===== src/logic/bpm_pkg.sv =====
// Package: modes, status codes and timing constants of the power-mode block
package bpm_pkg;

  // ----------------------------------------------------------------
  // Power modes
  // ----------------------------------------------------------------
  typedef enum logic [1:0]
  {
    BPM_MISSION  = 2'b00,
    BPM_BROWNOUT = 2'b01,
    BPM_SLEEP    = 2'b10
  } bpm_mode_t;

  // ----------------------------------------------------------------
  // Supply status field codes (three bits)
  // ----------------------------------------------------------------
  localparam logic [2:0] BPM_STAT_SYSTEM  = 3'h0;
  localparam logic [2:0] BPM_STAT_BATTERY = 3'h1;
  localparam logic [2:0] BPM_STAT_SLEEP   = 3'h2;
  localparam logic [2:0] BPM_STAT_RESET   = 3'h0;

  // ----------------------------------------------------------------
  // Timing
  // ----------------------------------------------------------------
  localparam int BPM_CLK_NS        = 10;
  localparam int BPM_SETTLE_NS     = 100;
  localparam int BPM_SETTLE_CYC    = (BPM_SETTLE_NS + BPM_CLK_NS - 1)
                                     / BPM_CLK_NS;
  localparam logic [3:0] BPM_SETTLE_LOAD = 4'(BPM_SETTLE_CYC);

  // Program counter value on restart from sleep
  localparam logic [15:0] BPM_PC_RESTART = 16'h0000;

  // Wake source count
  localparam int BPM_NWAKE = 4;

endpackage


===== src/logic/bpm_ctrl.sv =====
// Battery power-mode sequencer: mission, brownout and sleep
`timescale 1ns/1ps
`default_nettype none

// What this block does
// - After power-up reset the block settles in mission mode.
// - Supply-good flag drops whenever the analog comparator reports low.
// - Loss of supply selects battery, pulses interrupt, updates status.
// - Mission to brownout never resets or halts the processor.
// - Brownout keeps compute engine and multiplier on; firmware slows them.
// - Brownout keeps debug, serial, EEPROM and clock functions powered.
// - Supply return from any battery mode goes to mission with interrupt.
// - Sleep bit in brownout enters sleep mode.
// - Sleep disconnects digital supply; only retained domain stays powered.
// - Timer, pushbutton, pin rise or receive activity: sleep to brownout.
// - Sleep exits only on supply return, a wake event or a pending self wake.
// - Sleep bit with supply present enters sleep, drops wake, then wakes.
// - Supply return from sleep restarts processor at address zero.
// - Watchdog is held reset while internal wake is low.
module bpm_ctrl
(
  // Clock and reset
  input  wire logic                clk_sys,
  input  wire logic                arst_n,
  // Supply monitors
  input  wire logic                system_supply_pin,
  input  wire logic                analog_supply_ok,
  // Firmware control
  input  wire logic                sleep_request,
  // Wake sources
  input  wire logic                wake_timer_expired,
  input  wire logic                pushbutton_input,
  input  wire logic                wake_pin_a,
  input  wire logic                wake_pin_b,
  input  wire logic                serial_receive_pin,
  input  wire logic                optical_receive_pin,
  // Mode and status
  output bpm_pkg::bpm_mode_t       mode,
  output logic                     supply_good_flag,
  output logic [2:0]               supply_status_field,
  output logic                     supply_irq,
  output logic                     on_battery,
  // Power and restart controls
  output logic                     digital_supply_pin,
  output logic                     compute_engine_en,
  output logic                     multiplier_en,
  output logic                     peripherals_en,
  output logic                     retained_domain_en,
  output logic                     cpu_restart,
  output logic [15:0]              cpu_pc_load,
  output logic                     wake,
  output logic                     wdog_reset
);
  import bpm_pkg::*;

  // ----------------------------------------------------------------
  // Wake event detection
  // ----------------------------------------------------------------
  logic pin_rise;
  logic rx_activity;
  logic wake_event;

  bpm_edge u_edge
  (
    .clk_sys     (clk_sys),
    .arst_n      (arst_n),
    .wake_pin_a  (wake_pin_a),
    .wake_pin_b  (wake_pin_b),
    .rx_pins     ({optical_receive_pin, serial_receive_pin}),
    .pin_rise    (pin_rise),
    .rx_activity (rx_activity)
  );

  assign wake_event = wake_timer_expired | pushbutton_input
                    | pin_rise | rx_activity;

  // ----------------------------------------------------------------
  // Mode state
  // ----------------------------------------------------------------
  bpm_mode_t   mode_r;
  bpm_mode_t   mode_nxt;
  logic        good_r;
  logic        good_nxt;
  logic [2:0]  stat_r;
  logic [2:0]  stat_nxt;
  logic        irq_r;
  logic        irq_nxt;
  logic        wake_r;
  logic        wake_nxt;
  logic        restart_r;
  logic        restart_nxt;
  logic        self_wake_r;
  logic        self_wake_nxt;
  logic [3:0]  settle_r;
  logic [3:0]  settle_nxt;
  logic        sys_ok;

  // Supply counts as present only when both pin and comparator agree
  assign sys_ok = system_supply_pin & analog_supply_ok;

  always_comb
  begin
    mode_nxt      = mode_r;
    good_nxt      = analog_supply_ok;
    stat_nxt      = stat_r;
    irq_nxt       = 1'b0;
    wake_nxt      = wake_r;
    restart_nxt   = 1'b0;
    self_wake_nxt = self_wake_r;
    settle_nxt    = (settle_r != 4'h0) ? settle_r - 4'h1 : 4'h0;
    case (mode_r)
      BPM_MISSION:
      begin
        if (settle_r == 4'h0 && sleep_request)
        begin
          // Sleep with supply present: drop wake, then wake at once
          mode_nxt      = BPM_SLEEP;
          wake_nxt      = 1'b0;
          self_wake_nxt = 1'b1;
          stat_nxt      = BPM_STAT_SLEEP;
        end
        else if (!sys_ok && !good_r)
        begin
          // Processor keeps running; no restart issued
          mode_nxt = BPM_BROWNOUT;
          stat_nxt = BPM_STAT_BATTERY;
          irq_nxt  = 1'b1;
        end
      end
      BPM_BROWNOUT:
      begin
        if (sys_ok)
        begin
          mode_nxt = BPM_MISSION;
          stat_nxt = BPM_STAT_SYSTEM;
          irq_nxt  = 1'b1;
          settle_nxt = BPM_SETTLE_LOAD;
        end
        else if (sleep_request)
        begin
          mode_nxt = BPM_SLEEP;
          wake_nxt = 1'b0;
          stat_nxt = BPM_STAT_SLEEP;
        end
      end
      BPM_SLEEP:
      begin
        // Nothing else leaves sleep
        if (sys_ok && !self_wake_r)
        begin
          mode_nxt    = BPM_MISSION;
          stat_nxt    = BPM_STAT_SYSTEM;
          irq_nxt     = 1'b1;
          wake_nxt    = 1'b1;
          restart_nxt = 1'b1;
          settle_nxt  = BPM_SETTLE_LOAD;
        end
        else if (wake_event || self_wake_r)
        begin
          mode_nxt      = BPM_BROWNOUT;
          stat_nxt      = BPM_STAT_BATTERY;
          wake_nxt      = 1'b1;
          self_wake_nxt = 1'b0;
          restart_nxt   = 1'b1;
        end
      end
      default:
      begin
        mode_nxt = BPM_MISSION;
      end
    endcase
  end

  always_ff @(posedge clk_sys or negedge arst_n)
  begin
    if (!arst_n)
    begin
      mode_r      <= BPM_MISSION;
      good_r      <= 1'b1;
      stat_r      <= BPM_STAT_RESET;
      irq_r       <= 1'b0;
      wake_r      <= 1'b1;
      restart_r   <= 1'b0;
      self_wake_r <= 1'b0;
      settle_r    <= BPM_SETTLE_LOAD;
    end
    else
    begin
      mode_r      <= mode_nxt;
      good_r      <= good_nxt;
      stat_r      <= stat_nxt;
      irq_r       <= irq_nxt;
      wake_r      <= wake_nxt;
      restart_r   <= restart_nxt;
      self_wake_r <= self_wake_nxt;
      settle_r    <= settle_nxt;
    end
  end

  // ----------------------------------------------------------------
  // Power domain controls, registered from next mode
  // ----------------------------------------------------------------
  logic on_bat_r;
  logic on_bat_nxt;
  logic dsup_r;
  logic dsup_nxt;
  logic ce_r;
  logic ce_nxt;
  logic per_r;
  logic per_nxt;

  // Taken from next mode so enables switch in the same cycle as mode
  always_comb
  begin
    on_bat_nxt = (mode_nxt != BPM_MISSION);
    dsup_nxt   = (mode_nxt != BPM_SLEEP);
    ce_nxt     = (mode_nxt != BPM_SLEEP);
    per_nxt    = (mode_nxt != BPM_SLEEP);
  end

  always_ff @(posedge clk_sys or negedge arst_n)
  begin
    if (!arst_n)
    begin
      on_bat_r <= 1'b0;
      dsup_r   <= 1'b1;
      ce_r     <= 1'b1;
      per_r    <= 1'b1;
    end
    else
    begin
      on_bat_r <= on_bat_nxt;
      dsup_r   <= dsup_nxt;
      ce_r     <= ce_nxt;
      per_r    <= per_nxt;
    end
  end

  bpm_wdog u_wdog
  (
    .clk_sys    (clk_sys),
    .arst_n     (arst_n),
    .wake       (wake_r),
    .wdog_reset (wdog_reset)
  );

  assign mode                = mode_r;
  assign supply_good_flag    = good_r;
  assign supply_status_field = stat_r;
  assign supply_irq          = irq_r;
  assign on_battery          = on_bat_r;
  assign digital_supply_pin  = dsup_r;
  assign compute_engine_en   = ce_r;
  assign multiplier_en       = ce_r;
  assign peripherals_en      = per_r;
  assign retained_domain_en  = 1'b1;
  assign cpu_restart         = restart_r;
  assign cpu_pc_load         = BPM_PC_RESTART;
  assign wake                = wake_r;
endmodule

`default_nettype wire


===== src/logic/bpm_edge.sv =====
// Rising-edge and activity detector for the wake inputs
`timescale 1ns/1ps
`default_nettype none

module bpm_edge
(
  // Clock and reset
  input  wire logic       clk_sys,
  input  wire logic       arst_n,
  // Wake inputs
  input  wire logic       wake_pin_a,
  input  wire logic       wake_pin_b,
  input  wire logic [1:0] rx_pins,
  // Detected events
  output logic            pin_rise,
  output logic            rx_activity
);

  logic [1:0] pin_r;
  logic [1:0] pin_nxt;
  logic [1:0] rx_r;
  logic [1:0] rx_nxt;

  always_comb
  begin
    pin_nxt = {wake_pin_b, wake_pin_a};
    rx_nxt  = rx_pins;
  end

  always_ff @(posedge clk_sys or negedge arst_n)
  begin
    if (!arst_n)
    begin
      pin_r <= 2'h0;
      rx_r  <= 2'h0;
    end
    else
    begin
      pin_r <= pin_nxt;
      rx_r  <= rx_nxt;
    end
  end

  // Any toggle on a receive line counts as activity
  assign pin_rise    = |({wake_pin_b, wake_pin_a} & ~pin_r);
  assign rx_activity = |(rx_pins ^ rx_r);

endmodule

`default_nettype wire


===== src/logic/bpm_wdog.sv =====
// Watchdog restart control: held in restart while wake is low
`timescale 1ns/1ps
`default_nettype none

module bpm_wdog
(
  // Clock and reset
  input  wire logic clk_sys,
  input  wire logic arst_n,
  // Wake level
  input  wire logic wake,
  // Restart to watchdog
  output logic      wdog_reset
);

  logic wdr_r;
  logic wdr_nxt;

  always_comb
  begin
    wdr_nxt = ~wake;
  end

  always_ff @(posedge clk_sys or negedge arst_n)
  begin
    if (!arst_n)
    begin
      wdr_r <= 1'h1;
    end
    else
    begin
      wdr_r <= wdr_nxt;
    end
  end

  assign wdog_reset = wdr_r;

endmodule

`default_nettype wire


===== config.mk =====
export PLATFORM = sky130hd
export DESIGN_NAME = bpm_ctrl
export DESIGN_NICKNAME = d
export VERILOG_FILES = /design/src/logic/bpm_pkg.sv /design/src/logic/bpm_ctrl.sv /design/src/logic/bpm_edge.sv /design/src/logic/bpm_wdog.sv
export SDC_FILE = /design/constraint.sdc
export NUM_CORES = 1
export LEC_CHECK = 0
export ABC_CLOCK_PERIOD_IN_PS = 4000
export BUFFER_PORTS_ARGS = -buffer_cell sky130_fd_sc_hd__buf_2
export CORE_ASPECT_RATIO = 0.6
export CORE_MARGIN = 2
export CORE_UTILIZATION = 52
export CTS_CLUSTER_DIAMETER = 60
export DETAILED_ROUTE_END_ITERATION = 7
export GPL_TIMING_DRIVEN = 1
export PLACE_DENSITY_LB_ADDON = 0.05
export SYNTH_ARGS = -nofsm -noshare
export SYNTH_HDL_FRONTEND = slang
export SYNTH_SLANG_ARGS = --single-unit

===== constraint.sdc =====
create_clock -name clk_sys -period 4 [get_ports clk_sys]
set_input_delay 0.8 -clock clk_sys [delete_from_list [all_inputs] [get_ports clk_sys]]
set_output_delay 0.8 -clock clk_sys [all_outputs]
set_load 0.02 [all_outputs]

==> results.toml <==
[global_routing]
antenna_found_initial = 0
grt_util_met1_pct = 23.96
first_global_vias = 691
grt_overflow_total = 0
grtUsageTotal_pct = 17.14
grt_most_used_layer = "met2"
grt_pass1_wl_microns = 3160
grtUsageMet2_pct = 25.52
gr-usage-met3_pct = 5.899
grt_start_max_net_pins = 21

[cells_and_area]
layout.cells.most_common = "sky130_fd_sc_hd__buf_2"
insertedDiodeCount = 0
final_core_utilization_pct = 57.87
postLayoutCellArea_sq_um = 1224
final_cell_mix = "sky130_fd_sc_hd__buf_2 (24), sky130_fd_sc_hd__conb_1 (18), sky130_fd_sc_hd__dfrtp_1 (14), sky130_fd_sc_hd__nor2_1 (7)"
final_nets = 151
drive_gt1_share_pct = 29.10
syn_to_final_growth_pct = 7.237

[critical_path]
slowest_stage = "sky130_fd_sc_hd__a2111oi_1"
critical_path_peak_fanout = 7
r2r_start = "mode[0]"
setup.worst_path.end_class = "register"
cp-startpoint = "analog_supply_ok"
startpoint_type = "input pin"
cp_cell_sequence = "buf_2, nand2_2, o21ai_1, nor3_2, a2111oi_1, mux2i_1"
worstPathRequired_ns = 4.23
critical-path-top-delay-family = "compound AO/OA/AOI/OAI gates"
number_of_buffer_and_inverter_instances_along_the_worst_setup_path = 1
worstPathArrival_ns = 2.21
critical-path-max-stage-delay_ns = 0.44
worst-setup-path-type = "in -> reg"

[timing]
timing_max_transition_violations_final = 0
layout_min_cycle_time_ns = 1.986
fin_worst_skew_ns = 0.001063
clock.fmax_ghz = 0.5035
hold_violations = 0
setup_viol = 0
rsz0062_at_grt = "no"
totalNegativeSetupSlack_ns = 0
post_route_clock_period_utilization_pct = 49.65
whs_ns = 0.4298

[die]
core_area_sq_um = 2115
die_area_sq_um = 2597
dieWidth_microns = 64.48
fp-row-count = 13
top_level_ports = 43
die_y_microns = 40.29
floorplan.initialDensity_pct = 53.96

[clock_network]
cts_hold_repair.buffers = 0
cts.clk_slew.worst_paths_ns = 0.10
cts_buffer_depth = 2
cts_tree = "built"
postCtsResizedCells = 0
clkSinkCount = 20
cts-buffers-inserted = 3
post-cts-setup-buffer-count = 0
h-tree-depth = 1
insertion_delay_of_the_later_clocked_pin_in_the_worst_skew_pair_ns = 0.30
ctsRootBufferMaster = "sky130_fd_sc_hd__clkbuf_4"

[place]
placement.cell_area_sq_um = 1201
io_buffer_count = 24
hpwl_reported_at_the_end_of_detailed_placement_microns = 1564
gpl.final_weighted_congestion = 0.8949

[route]
antenna_violating_nets_post_route = 0
detail_route.wl_per_cell_microns = 12.10
avgViaCountPerCell = 5.018
wl_microns = 1984
dr.pass1.iters = 4
remaining_drc_errors = 0
num_vias = 823
detail_route.iter0.violations = 17

[synthesis]
synth_seq_area_share_pct = 44.52
most_used_flip_flop_cell_after_synthesis = "sky130_fd_sc_hd__dfrtp_1"
syn-instance-count = 112
avgSynthCellArea_sq_um = 10.19
synth_enable_flop_cells = 0
synth-seq-cells = 20
synth_warnings = 0
asyncSetResetFlopFracSynth_pct = 100.0
synth.distinct_cells = 35
synthesis.area_sq_um = 1141

[status]
status = "completed"

[run]
maxCapViolCount = 0

[pwr]
leakage_nw = 0.5797
total_power_w = 0.0008729
p_per_area_nw_per_um2 = 713.3
max-vdd-ir-drop_mv = 0.2952

[worst_hold_path]
type_of_the_worst_min_delay_path = "in -> async"
cell families after synthesis:
logic type / count (synthesis) / share of synthesized area (%)
simple gates: 27 / 14.04
fa+ha+maj: 4 / 4.386
compound gates: 27 / 16.23
mux: 3 / 2.851
buf+inv: 27 / 15.79
other cells: 2 / 0.6581
xor+xnor: 2 / 1.535
flops: 20 / 44.52
Yosys cell counts (3+ instances only):
cell type	count	area, sq um
sky130_fd_sc_hd__inv_1	6	22.52
sky130_fd_sc_hd__dfrtp_1	14	350.3
sky130_fd_sc_hd__nand2_1	6	22.52
sky130_fd_sc_hd__nor2_1	7	26.28
sky130_fd_sc_hd__a21oi_1	6	30.03
sky130_fd_sc_hd__ha_1	4	50.05
sky130_fd_sc_hd__o21bai_1	3	22.52
sky130_fd_sc_hd__o21ai_0	6	30.03
sky130_fd_sc_hd__buf_4	21	157.7
sky130_fd_sc_hd__nor3_1	4	20.02
sky130_fd_sc_hd__dfstp_2	6	157.7
through the flow:
stage	setup WS, ns	std cells
after global placement	1.750	161
after CTS	2.036	164
after floorplan	2.043	128
after detailed placement	1.727	161
final	2.014	164
after global routing	1.940	164
cell type report:
class,instances,area [sq um]
inverters,6,22.52
repair buffers,24,120.1
multi-input cells,81,513.0
well taps,30,37.54
fillers,207,890.9
flip-flops and latches,20,508.0
clock buffers,3,22.52
worst reg2reg max path, stage by stage (launching register included):
cell                        delay [ns]
sky130_fd_sc_hd__dfrtp_1          0.46
sky130_fd_sc_hd__inv_1            0.09
sky130_fd_sc_hd__ha_1             0.26
sky130_fd_sc_hd__o21ai_1          0.27
sky130_fd_sc_hd__nor3_2           0.12
sky130_fd_sc_hd__a2111oi_1        0.44
sky130_fd_sc_hd__mux2i_1          0.24
routing by layer:
metal / vias to the layer above / wire, microns
met5: - / 0
met4: 0 / 21
met3: 4 / 198
met2: 48 / 784
met1: 371 / 980
li1: 400 / -
final timing paths:
check                      slack [ns]                end  depth (start not counted)
setup / recovery                 2.01               wake                          6
min in group clk_sys             0.47  u_wdog.wdog_reset                          1
hold reg to reg                  0.47  u_wdog.wdog_reset                          1
max in group asynchronous        3.24     peripherals_en                          1
hold / removal                   0.43     u_edge.rx_r[0]                          1
setup reg to reg                 2.05               wake                          6
where the power goes:
| group | switching, W | total, W | internal (W) | leakage, nW |
|---|---|---|---|---|
| clock network | 0.0000556 | 0.0000907 | 0.0000351 | 0.0138 |
| logic | 0.000275 | 0.000449 | 0.000175 | 0.330 |
| registers | 0.0000539 | 0.000333 | 0.000279 | 0.236 |
| total | 0.000384 | 0.000873 | 0.000489 | 0.580 |
flip-flops by register name (all words and copies together) (netlist names):
register             flops
supply_good_flag         1
u_wdog.wdog_reset        1
supply_status_field      2
settle_r                 4
on_battery               1
self_wake_r              1
peripherals_en           1
cpu_restart              1
u_edge.rx_r              2
supply_irq               1
wake                     1
mode                     2
u_edge.pin_r             2
Note: power is estimated with default switching activity, not from simulation.
